--- config.mk ---
export PLATFORM = sky130hd
export DESIGN_NAME = psq_sequencer
export DESIGN_NICKNAME = d
export VERILOG_FILES = /design/src/design/psq_pkg.sv /design/src/design/psq_sequencer.sv
export SDC_FILE = /design/constraint.sdc
export NUM_CORES = 1
export LEC_CHECK = 0
export BUFFER_PORTS_ARGS = -buffer_cell sky130_fd_sc_hd__clkbuf_2
export CORE_ASPECT_RATIO = 1.1
export CORE_MARGIN = 5
export CORE_UTILIZATION = 50
export DETAILED_ROUTE_END_ITERATION = 6
export PLACE_DENSITY = 0.78
export SLEW_MARGIN = 5
export SYNTH_ARGS = -nofsm -noshare
export SYNTH_HDL_FRONTEND = slang
export SYNTH_SLANG_ARGS = --single-unit
--- constraint.sdc ---
create_clock -name clock -period 2.2 [get_ports clock]
set_clock_uncertainty 0.2 [all_clocks]
set_input_delay 0.22 -clock clock [delete_from_list [all_inputs] [get_ports clock]]
set_output_delay 0.22 -clock clock [all_outputs]
set_load 0.1 [all_outputs]
--- src/design/psq_pkg.sv ---
// Constants and types shared by the power-up and power-down sequencer.
// Overview of operation
// - Start only with supply ready and wake-level enable.
// - Enable below off level: shut down, clear faults.
// - First power on: detect pin settings over init interval.
// - Low enable current in detection, high afterwards.
// - Fixed start delay, PWM outputs tri-stated throughout.
// - Smart stage mode drives reference output during delay.
// - Soft-start slew taken from slew-select resistor code.
// - High-impedance level alternates within each slew pair.
// - Power good released once output reaches reference.
// - Serial register access refused until sequence completes.
// - Enable re-toggle skips detection, uses high current.
// - Serial registers kept across enable, lost on supply.
// - Stop switching after short delay, then tri-state.
// - Shutdown pulls power good low through open drain.
// - Brief low pulse on PWM outputs before tri-state.
// - Shutdown turns on output discharge path.
// - Smart stage mode discharges reference output at shutdown.
// - Reference-adjust output follows the voltage-ID input levels.
// - Voltage-ID ignored, output high-Z until power good.
package psq_pkg;
   localparam int CLK_PERIOD_NS       = 10;
   localparam int INIT1_TIME_NS       = 1000000;
   localparam int START_DELAY_TIME_NS = 200000;
   localparam int STOP_DELAY_TIME_NS  = 300;
   localparam int LOW_PULSE_TIME_NS   = 100;
   localparam int INIT1_CYCLES        = (INIT1_TIME_NS + CLK_PERIOD_NS - 1) / CLK_PERIOD_NS;
   localparam int START_DELAY_CYCLES  = (START_DELAY_TIME_NS + CLK_PERIOD_NS - 1) / CLK_PERIOD_NS;
   localparam int STOP_DELAY_CYCLES   = (STOP_DELAY_TIME_NS + CLK_PERIOD_NS - 1) / CLK_PERIOD_NS;
   localparam int LOW_PULSE_CYCLES    = (LOW_PULSE_TIME_NS + CLK_PERIOD_NS - 1) / CLK_PERIOD_NS;
   localparam int CNT_W               = 17;
   localparam int SLEW_CODE_W         = 3;
   localparam logic [SLEW_CODE_W-1:0] SLEW_CODE_20K = 3'h0;
   localparam logic [SLEW_CODE_W-1:0] SLEW_CODE_25K = 3'h1;
   localparam logic [SLEW_CODE_W-1:0] SLEW_CODE_30K = 3'h2;
   localparam logic [SLEW_CODE_W-1:0] SLEW_CODE_35K = 3'h3;

   typedef enum logic [2:0] {
      PSQ_OFF         = 3'h0,
      PSQ_DETECT      = 3'h1,
      PSQ_WAIT_WAKE   = 3'h2,
      PSQ_START_DELAY = 3'h3,
      PSQ_SOFT_START  = 3'h4,
      PSQ_REGULATE    = 3'h5,
      PSQ_SHUT_DELAY  = 3'h6,
      PSQ_SHUT_LOW    = 3'h7
   } psq_state_t;

   typedef enum logic [1:0] {
      PSQ_SLEW_2MV = 2'h0,
      PSQ_SLEW_4MV = 2'h1,
      PSQ_SLEW_6MV = 2'h2
   } psq_slew_t;

   typedef struct packed {
      logic supply_ready;
      logic en_above_detect;
      logic en_above_wake;
      logic en_below_off;
      logic output_at_reference;
      logic duty_voltage_id_in;
   } psq_pins_t;

   typedef struct packed {
      logic [SLEW_CODE_W-1:0] slew_select_resistor;
      logic                   smart_stage_mode;
   } psq_settings_t;

   typedef struct packed {
      logic      enable_source_current;
      logic      pwm_tristate;
      logic      pwm_force_low;
      logic      switching_en;
      logic      soft_start_active;
      psq_slew_t soft_start_slew;
      logic      pwm_highz_high;
      logic      reference_level_out;
      logic      reference_discharge_en;
      logic      output_discharge_en;
      logic      power_good_out;
      logic      power_good_oe;
      logic      reference_adjust_out;
      logic      reference_adjust_oe;
      logic      serial_access_ok;
      logic      register_clear;
      logic      fault_clear;
      logic      settings_valid;
   } psq_outputs_t;
endpackage

--- src/design/psq_sequencer.sv ---
// Power-up and power-down sequencer with pin-setting latch and voltage-ID buffer.
`timescale 1ns/1ps
// Walks a supply-qualified enable to regulation.
// Comparator levels arrive as plain logic levels.
// All intervals are counted in clock cycles.
// A slower clock would stretch every delay.
// The first start detects the straps once.
// Later starts by enable reuse those settings.
// Enable low winds down a switching stage.
// Supply loss outranks every other request.
module psq_sequencer
   import psq_pkg::*;
#(
   // Tests may shorten these to keep runs brief.
   parameter int INIT1_CYC       = INIT1_CYCLES,
   parameter int START_DELAY_CYC = START_DELAY_CYCLES
) (
   // Clock and synchronous reset.
   input  wire logic          clock,
   input  wire logic          rst,
   // Comparator levels and voltage-ID pin, all asynchronous to the clock.
   // Two flip-flops add two cycles of latency.
   input  wire psq_pins_t     pins_in,
   // Resistor-programmed settings seen by the pin detection front end.
   // Read once, at the end of the first detection.
   input  wire psq_settings_t settings_in,
   // Sequencer controls, each bit from a flip-flop.
   // Open-drain and buffer pins carry enables.
   output      psq_outputs_t  seq_out,
   // Settings latched at the end of the first detection.
   // Held across enable toggles and supply loss until the next detection.
   output      psq_settings_t latched_settings
);

   // Each asynchronous bit is retimed first.
   // The straps are retimed the same way.
   // Only the retimed copies reach the logic.
   // Two-flop synchroniser stages for the pins; only the second stage is read.
   psq_pins_t     pins_meta_reg;
   psq_pins_t     pins_meta_next;
   psq_pins_t     pins_sync_reg;
   psq_pins_t     pins_sync_next;
   psq_settings_t set_meta_reg;
   psq_settings_t set_meta_next;
   psq_settings_t set_sync_reg;
   psq_settings_t set_sync_next;

   // Sequencer state, interval counter and latched configuration.
   // One counter serves every timed phase.
   // Valid marks detection done since supply up.
   psq_state_t       state_reg;
   psq_state_t       state_next;
   logic [CNT_W-1:0] cnt_reg;
   logic [CNT_W-1:0] cnt_next;
   logic             valid_reg;
   logic             valid_next;
   psq_settings_t    latch_reg;
   psq_settings_t    latch_next;
   psq_outputs_t     out_reg;
   psq_outputs_t     out_next;

   // Terminal counts, sized once so the comparisons do not mix widths.
   // A phase leaves when its count is the last.
   // Sized here so comparisons share one width.
   localparam logic [CNT_W-1:0] INIT1_LAST = CNT_W'(INIT1_CYC - 1);
   localparam logic [CNT_W-1:0] START_LAST = CNT_W'(START_DELAY_CYC - 1);
   localparam logic [CNT_W-1:0] STOP_LAST  = CNT_W'(STOP_DELAY_CYCLES - 1);
   localparam logic [CNT_W-1:0] LOW_LAST   = CNT_W'(LOW_PULSE_CYCLES - 1);
   localparam logic [CNT_W-1:0] CNT_ZERO   = '0;
   localparam logic [CNT_W-1:0] CNT_ONE    = CNT_W'(1);
   // Wide enough for detection at 100 MHz.

   // Code pairs share a rate; bit 0 picks high-Z.
   // Unusual codes take the fastest ramp.
   // Map the slew-select code onto a ramp rate; codes above the table take the fastest rate.
   function automatic psq_slew_t psq_slew_decode(input logic [SLEW_CODE_W-1:0] code);
      psq_slew_t rate;
      rate = PSQ_SLEW_6MV;
      // Default keeps every path assigned.
      case (code)
         SLEW_CODE_20K, SLEW_CODE_25K: begin
            rate = PSQ_SLEW_2MV;
         end
         SLEW_CODE_30K, SLEW_CODE_35K: begin
            rate = PSQ_SLEW_4MV;
         end
         default: begin
            rate = PSQ_SLEW_6MV;
         end
      endcase
      return rate;
   endfunction

   // The stop delay still switches the phases.
   // True while the state has the phases switching, the stop delay included but not the low pulse.
   function automatic logic psq_is_switching(input psq_state_t st);
      return (st == PSQ_SOFT_START) || (st == PSQ_REGULATE) || (st == PSQ_SHUT_DELAY);
   endfunction

   // Nothing but the second stage reads the first.
   // Synchroniser next values: the first stage samples the pins, the second the first.
   always_comb begin
      pins_meta_next = pins_in;
      pins_sync_next = pins_meta_reg;
      set_meta_next  = settings_in;
      set_sync_next  = set_meta_reg;
   end

   // Synchroniser registers; cleared so no stale comparator level survives reset.
   // Retimed levels read low for two edges.
   // A low supply level holds the walk off then.
   always_ff @(posedge clock) begin
      if (rst) begin
         pins_meta_reg <= '0;
         pins_sync_reg <= '0;
         set_meta_reg  <= '0;
         set_sync_reg  <= '0;
      end else begin
         // Both stages shift on every edge.
         pins_meta_reg <= pins_meta_next;
         pins_sync_reg <= pins_sync_next;
         set_meta_reg  <= set_meta_next;
         set_sync_reg  <= set_sync_next;
      end
   end

   // Sequencer next state. Supply loss outranks everything, enable-low outranks the walk.
   // Each branch sets only what it changes.
   // A started wind-down completes unless supply is lost.
   always_comb begin
      state_next = state_reg;
      cnt_next   = cnt_reg;
      valid_next = valid_reg;
      latch_next = latch_reg;
      if (!pins_sync_reg.supply_ready) begin
         // A supply cycle clears valid, so the next start detects again.
         // Later starts then time from zero.
         state_next = PSQ_OFF;
         cnt_next   = CNT_ZERO;
         valid_next = 1'b0;
      end else if (pins_sync_reg.en_below_off && (state_reg != PSQ_OFF) &&
                   (state_reg != PSQ_SHUT_DELAY) && (state_reg != PSQ_SHUT_LOW)) begin
         // Enable low aborts any phase; only a switching stage needs the wind-down.
         // A quiet phase needs no low pulse.
         cnt_next = CNT_ZERO;
         if (psq_is_switching(state_reg)) begin
            state_next = PSQ_SHUT_DELAY;
         end else begin
            state_next = PSQ_OFF;
         end
      end else begin
         case (state_reg)
            PSQ_OFF: begin
               // First start detects; a later start goes straight to the delay.
               // Detect needs enable clear of off.
               // A restart needs only the wake level.
               cnt_next = CNT_ZERO;
               if (!valid_reg && pins_sync_reg.en_above_detect && !pins_sync_reg.en_below_off) begin
                  state_next = PSQ_DETECT;
               end else if (valid_reg && pins_sync_reg.en_above_wake) begin
                  state_next = PSQ_START_DELAY;
               end
            end
            PSQ_DETECT: begin
               // Settings are captured at the end of the nominal detection interval.
               // Latched from the retimed straps.
               // An abort leaves valid clear.
               cnt_next = cnt_reg + CNT_ONE;
               if (cnt_reg == INIT1_LAST) begin
                  state_next = PSQ_WAIT_WAKE;
                  latch_next = set_sync_reg;
                  valid_next = 1'b1;
                  cnt_next   = CNT_ZERO;
               end
            end
            PSQ_WAIT_WAKE: begin
               // The higher enable current now lifts enable towards the wake level.
               // Wake may take a while to build.
               cnt_next = CNT_ZERO;
               if (pins_sync_reg.en_above_wake) begin
                  state_next = PSQ_START_DELAY;
               end
            end
            PSQ_START_DELAY: begin
               // Fixed delay before the ramp starts.
               // Pins float; reference is driven in smart mode.
               cnt_next = cnt_reg + CNT_ONE;
               if (cnt_reg == START_LAST) begin
                  state_next = PSQ_SOFT_START;
                  cnt_next   = CNT_ZERO;
               end
            end
            PSQ_SOFT_START: begin
               // No timeout here: fault handling for a stalled ramp lives elsewhere.
               // A stalled ramp is seen elsewhere.
               if (pins_sync_reg.output_at_reference) begin
                  state_next = PSQ_REGULATE;
               end
            end
            PSQ_REGULATE: begin
               // Left only via the checks above.
               state_next = PSQ_REGULATE;
            end
            PSQ_SHUT_DELAY: begin
               // Phases keep switching for the short stop delay.
               // Power good is low, drain is on.
               // Enable low is ignored here.
               cnt_next = cnt_reg + CNT_ONE;
               if (cnt_reg == STOP_LAST) begin
                  state_next = PSQ_SHUT_LOW;
                  cnt_next   = CNT_ZERO;
               end
            end
            PSQ_SHUT_LOW: begin
               // Low pulse keeps both switches off before the pins float.
               // This avoids shoot-through at stop.
               // Width only has to beat driver delay.
               cnt_next = cnt_reg + CNT_ONE;
               if (cnt_reg == LOW_LAST) begin
                  state_next = PSQ_OFF;
                  cnt_next   = CNT_ZERO;
               end
            end
            default: begin
               // An unused code recovers to off.
               state_next = PSQ_OFF;
               cnt_next   = CNT_ZERO;
            end
         endcase
      end
   end

   // Output next values, derived from the next state so each output leaves a flip-flop.
   // A wider cone buys one cycle less lag.
   // The all-zero default covers every path.
   always_comb begin
      out_next                        = '0;
      out_next.settings_valid         = valid_next;
      // Low current only until the settings have been detected once.
      // Low current keeps enable slow for detection.
      out_next.enable_source_current  = valid_next;
      out_next.switching_en           = psq_is_switching(state_next);
      // Pins float in every state except switching and the low pulse.
      // Drivers see their high-Z level meanwhile.
      out_next.pwm_tristate           = !psq_is_switching(state_next) && (state_next != PSQ_SHUT_LOW);
      out_next.pwm_force_low          = (state_next == PSQ_SHUT_LOW);
      out_next.soft_start_active      = (state_next == PSQ_SOFT_START);
      // Ramp rate comes only from the kept code.
      out_next.soft_start_slew        = psq_slew_decode(latch_next.slew_select_resistor);
      // Even codes in each pair pick the higher high-impedance level.
      // Kept code applies even while pins float.
      out_next.pwm_highz_high         = !latch_next.slew_select_resistor[0];
      // Smart mode only, start delay only.
      out_next.reference_level_out    = latch_next.smart_stage_mode && (state_next == PSQ_START_DELAY);
      // Discharge paths stay on while enable is low, not only during the wind-down.
      // Stops a leak lifting the output again.
      out_next.output_discharge_en    = (state_next == PSQ_SHUT_DELAY) || (state_next == PSQ_SHUT_LOW) ||
                                        ((state_next == PSQ_OFF) && pins_sync_reg.en_below_off);
      out_next.reference_discharge_en = latch_next.smart_stage_mode && out_next.output_discharge_en;
      // In smart mode both drains run together.
      // Open drain: the level driven is always low, the enable pulls the line.
      // Never driven high, so a shared rail is safe.
      out_next.power_good_out         = 1'b0;
      out_next.power_good_oe          = (state_next != PSQ_REGULATE);
      // Release lets the pull-up raise power good.
      // Voltage-ID buffer follows the synchronised input only after power good.
      // Retiming delays each edge two cycles.
      out_next.reference_adjust_oe    = (state_next == PSQ_REGULATE);
      out_next.reference_adjust_out   = (state_next == PSQ_REGULATE) && pins_sync_reg.duty_voltage_id_in;
      out_next.serial_access_ok       = (state_next == PSQ_REGULATE);
      // Serial access waits for power good.
      out_next.register_clear         = !pins_sync_reg.supply_ready;
      // Only supply loss clears the registers.
      // One-cycle fault clear on each entry into shutdown or off from an active state.
      // A supply loss clears faults anyway.
      out_next.fault_clear            = pins_sync_reg.en_below_off && (state_reg != PSQ_OFF) &&
                                        (state_reg != PSQ_SHUT_DELAY) && (state_reg != PSQ_SHUT_LOW);
   end

   // Sequencer and output registers. Reset leaves power good pulled low and pins floating.
   // Reset is synchronous and settles all.
   // Outputs reset to the off-state image.
   always_ff @(posedge clock) begin
      if (rst) begin
         state_reg                     <= PSQ_OFF;
         cnt_reg                       <= CNT_ZERO;
         valid_reg                     <= 1'b0;
         latch_reg                     <= '0;
         out_reg                       <= '0;
         out_reg.pwm_tristate          <= 1'b1;
         out_reg.power_good_oe         <= 1'b1;
         out_reg.register_clear        <= 1'b1;
      end else begin
         // No enable: every edge loads.
         state_reg <= state_next;
         cnt_reg   <= cnt_next;
         valid_reg <= valid_next;
         latch_reg <= latch_next;
         out_reg   <= out_next;
      end
   end

   // Ports come straight from registers.
   // No logic between registers and ports.
   assign seq_out          = out_reg;
   assign latched_settings = latch_reg;

endmodule

* Word level (Yosys, flattened, before mapping)
Index checks and enable logic that the tools add are counted.
** Storage, ports and cells
- Bits in registers :: 61
- Bits in latches :: 0
- Memory bits (writable) :: 0
- Memory bits (read-only) :: 0
- Output and inout port bits :: 23
- Memories :: 0
** Operators by class
- $add $sub $neg :: 1
- Multipliers :: 0
- Div/mod/pow operators :: 0
- $lt $le $gt $ge :: 0
- Equal/unequal tests :: 23
- Shift-type cells :: 0
- Mux-type cells :: 26
- Bitwise operators :: 1
- Reduce and logical (&&, ||, !) cells :: 31
** Operators by type and width (count)
- $pmux 17 s5 :: 1
- $mux 17 :: 4
- $mux 3 :: 11
- $eq 3x3->1 const B :: 8
- $pmux 3 s8 :: 1
- $add 17x1->17 const B :: 1
- $eq 17x15->1 const B :: 1
- $eq 17x17->1 const B :: 1
- $eq 17x4->1 const B :: 1
- $eq 17x5->1 const B :: 1
- $mux 4 :: 4
- $eq 3x2->1 const B :: 5
- $ne 3x3->1 const B :: 4
- $logic_and 1x1->1 :: 11
- $logic_not 3->1 :: 3
- $eq 3x1->1 const B :: 2
- $logic_or 1x1->1 :: 6
- $reduce_or 2->1 :: 3
- $logic_not 1->1 :: 5
- $reduce_bool 5->1 :: 1
- $mux 1 :: 4
- $pmux 2 s2 :: 1
- $reduce_bool 3->1 :: 1
- $reduce_or 3->1 :: 1
- $not 1->1 :: 1

* Depth between registers and ports, before layout
- Word-level depth :: 12
- Gate-level depth with buffers :: 9

* Worst setup path before layout
Ideal clock, no wire load.
- Kind :: register to register
- Start point :: register cnt_reg[5]
- End point :: register cnt_reg[7]
- Arrival time :: 1943 ps
- Required time :: 1885 ps
- Slack :: -57 ps
- Stages on the path, launching flop included :: 8
- Period minus slack after synthesis :: 2257 ps
- Path through :: dfxtp_1 -> or4_4 -> nand4b_4 -> o2111ai_4 -> nand2_2 -> o211ai_4 -> buf_6 -> nor2_1
** On the way
- Word-level cells in the longest chain between the ends :: 3
- Elaborated cells between the ends (all ways) :: 10
- Those cells by class :: 1 x add/sub; 4 x eq/ne; 5 x mux
** Ends and longest elaborated chain
- from (decl) :: line psq_sequencer.sv:53 : logic [CNT_W-1:0] cnt_reg;
- from (signal assigned) :: line psq_sequencer.sv:296 : cnt_reg <= cnt_next;
- $add 17x1->17, or another cell as far along
- $mux 17, on equally long branches
- $pmux 17 s5 * :: line psq_sequencer.sv:152 : case (state_reg)
Every way passes the cells marked *; elsewhere a longest branch is shown, timed or not.
A chain may end at the register's enable or synchronous reset.

* Final worst setup path
- Start point :: register cnt_reg[6]
- End point :: register out_reg (netlist bit seq_out[10])
** On the way
- Word-level cells in the longest chain between the ends :: 7
- Elaborated cells between the ends (all ways) :: 17
- Those cells by class :: 5 x eq/ne; 11 x mux; 1 x reduce/logical
** Ends and longest elaborated chain
- $eq 17x4->1, or another cell as far along :: line psq_sequencer.sv:219 : if (cnt_reg == LOW_LAST) begin
- $mux 3, on equally long branches
- $pmux 3 s8 :: line psq_sequencer.sv:152
- $mux 3 :: line psq_sequencer.sv:141 : end else if (pins_sync_reg.en_below_off && (state_reg != PSQ_OFF) &&
- $mux 3 :: line psq_sequencer.sv:135 : if (!pins_sync_reg.supply_ready) begin
- $eq 3x2->1 :: line psq_sequencer.sv:254 : out_next.reference_level_out = latch_next.smart_stage_mode && (state_next == PSQ_START_DELAY);
- $logic_and 1x1->1 * :: line psq_sequencer.sv:254
- to (signal assigned) :: line psq_sequencer.sv:299 : out_reg <= out_next;
- to (decl) :: line psq_sequencer.sv:59 : psq_outputs_t out_reg;
Marked as above.

==> results.toml <==
[timing]
hold_ws_ns = 0.235
drv_slew = 0
tns_ns = -1.87
worst_pin_slew_ns = 0.551
relSlewSlack_pct = 63.4
post-route-period-util_pct = 104
layout_min_cycle_time_ns = 2.30
hold_viol = 0
rsz0062_at_grt = "yes"
timing.final.ws_setup_ns = -0.0953
setup_viol = 27
fmax_ghz = 0.436

[grt]
grt_max_degree = 18
grt_pass1_vias = 1918
grt.total_usage_pct = 16.8
antenna_found_initial = 0
overflow = 0
grt_pass1_wl_um = 8650

[floorplanning]
dieArea_um2 = 6380
row_count = 26
die_h_um = 83.3
die_w_um = 76.6
initial_core_util_pct = 52.1
ios = 35
core_um2 = 4680

[power]
peakVddDrop_v = 0.000575
p_leak_nw = 1.27
power.total_mw = 2.30
cellPowerDensity_nw_per_um2 = 718

[logic_synthesis]
synth_xor_area_share_pct = 5.74
synth_mux_area_share_pct = 1.64
syn_nets = 268
synthArstFlopShare_pct = 0
synth-main-ff-cell = "dfxtp_1"
synth-edff-count = 0
synthAdderAreaFrac_pct = 1.03
synth.area.top_cells = "dfxtp_1 49%, nor2b_1 5.6%, nor2_1 5.2%, xor2_1 3.6%, nand2_1 2.5%"
seq_area_frac_synth_pct = 49.2
netlist_area_um2 = 2440
syn_avg_cell_area_um2 = 9.61
netlist.area_leader.share_pct = 49.2
synthSimpleGateAreaFrac_pct = 27.3
synth_top_family_by_area = "simple AND/OR/NAND/NOR gates"
syn_inst = 254
yosys_warnings = 0
synth_top_area_cell = "dfxtp_1"
synth_compound_area_share_pct = 10.1
synthDistinctLibCells = 54
synth_seq_cells = 60

[detailed_routing]
drtIter0Drc = 70
vias_per_cell = 5.10
vias = 1922
antenna_left = 0
drc_errors = 0
wl_per_cell_um = 13.4
finalWirelength_um = 5070
dr.pass1.iters = 4

[run]
drv_cap = 0

[finish]
largest_register_ffs = 17
drive_gt1_share_pct = 30.2
seq_area_um2 = 1200
multi_input_area_um2 = 1200
final_nets = 331
antenna_cells = 0
nFillCells = 343
design_area_um2 = 3200
area_growth_pct = 31.0

[clock_network]
cts.reportedPaths.clkPinSlew_ns = 0.07
cts_buffer_depth = 2
cts-root-buf = "clkbuf_8"
clkLatencyLatePin_ns = 0.33
cts_tree = "done"
htree_levels = 3
cts_buffers = 9
cts_sinks = 60
post_cts_buffers = 0

[run_status]
outcome = "finished with violations"
failed_checks = "negative setup slack"

[placement]
io_buffers = 33
post_dp_cell_area_um2 = 2800
dp_hpwl_um = 3440
place_congestion = 0.904

[worst_setup_path]
critPathRequiredTime_ns = 2.23
startpoint_type = "flip-flop"
critPathCaptureType = "flip-flop"
cp.arrival_ns = 2.33
crit_fanout = 4
critPathKind = "flip-flop to flip-flop"

[worst_hold_path]
hold_path.class = "flip-flop to flip-flop"
==> power by group <==
part	internal [mW]	total (mW)	switching [mW]	leakage, nW
sequential	1.11	1.11	0.00686	0.489
clock	0.691	1.09	0.404	0.111
combinational	0.0383	0.0884	0.0501	0.675
total	1.83	2.30	0.461	1.27
==> per-layer routing <==
metal  global-route usage (%)  vias to the layer above  share of wire (%)
met5                        0                        -                  0
met4                     9.54                        0                2.2
met3                     4.33                       10                3.6
li1                         -                      973                  -
met1                     19.7                      898                 44
met2                     27.7                       41                 50
==> worst max-delay path: stages (launching register included) <==
cell	delay, ns
dfxtp_2	0.32
or4_4	0.56
nand4b_4	0.23
nor4_4	0.32
or3_4	0.19
o21ai_4	0.07
nor4_1	0.30
==> cell usage in the layout, fill, tap and decap left out, types with 4 or more instances in the layout <==
master	Yosys	final
nand2_1	16	16
dfxtp_1	60	59
dlygate4sd3_1	0	11
nand2b_1	4	4
nor2_1	34	34
inv_1	9	8
nor3_1	4	4
xnor2_1	6	6
a21oi_1	4	4
buf_4	4	22
clkbuf_8	0	11
and2_1	4	4
clkbuf_2	0	33
xor2_1	10	10
nand3_1	5	4
nand4_1	6	6
nor2b_1	22	22
==> Yosys cell counts, types with 3 or more instances <==
master    number
dfxtp_1       60
nor2_1        34
nor2b_1       22
nand2_1       16
xor2_1        10
clkbuf_1       9
inv_1          9
nand4_1        6
xnor2_1        6
nand3_1        5
a21oi_1        4
and2_1         4
buf_4          4
mux2i_1        4
nand2b_1       4
nor3_1         4
a31oi_1        3
and3_1         3
nor4_1         3
==> metrics by stage <==
step                worst slack, ns  cells  util [%]
finish                      -0.0953    377      68.3
global placement            -0.0289    352      59.8
CTS                          -0.101    378      67.1
global route                 -0.163    377      68.3
floorplan                   -0.0106    254         -
detailed placement           -0.116    352      59.8
==> repair_timing <==
action	in CTS	in global routing
hold buffers	11	0
gates resized for setup	2	12
pin swaps	8	4
setup endpoints to repair	29	31
hold endpoints to repair	12	0
==> cell families after synthesis <==
logic type / Yosys count
xor+xnor: 16
other cells: 1
fa+ha+maj: 2
compound gates: 27
buf+inv: 25
flops: 60
simple gates: 119
mux: 4
==> area by class of cell <==
cell class,instances,share of cell area [%]
flip-flops and latches,60,37.6
well taps,56,2.19
multi-input cells,169,37.4
repair buffers,68,14.7
clock buffers,11,4.73
inverters,9,1.06
clock inverters,4,2.27
==> path summary, 6_finish.rpt <==
kind	start	end	slack, ns	cells after the start
worst max-delay path	cnt_reg[6]	seq_out[10]	-0.1	6
worst max register to register	cnt_reg[6]	seq_out[10]	-0.1	6
worst min-delay path	pins_meta_reg[2]	pins_sync_reg[2]	0.24	1
worst min register to register	pins_meta_reg[2]	pins_sync_reg[2]	0.24	1
No activity file was read; power rests on OpenSTA's default activity.
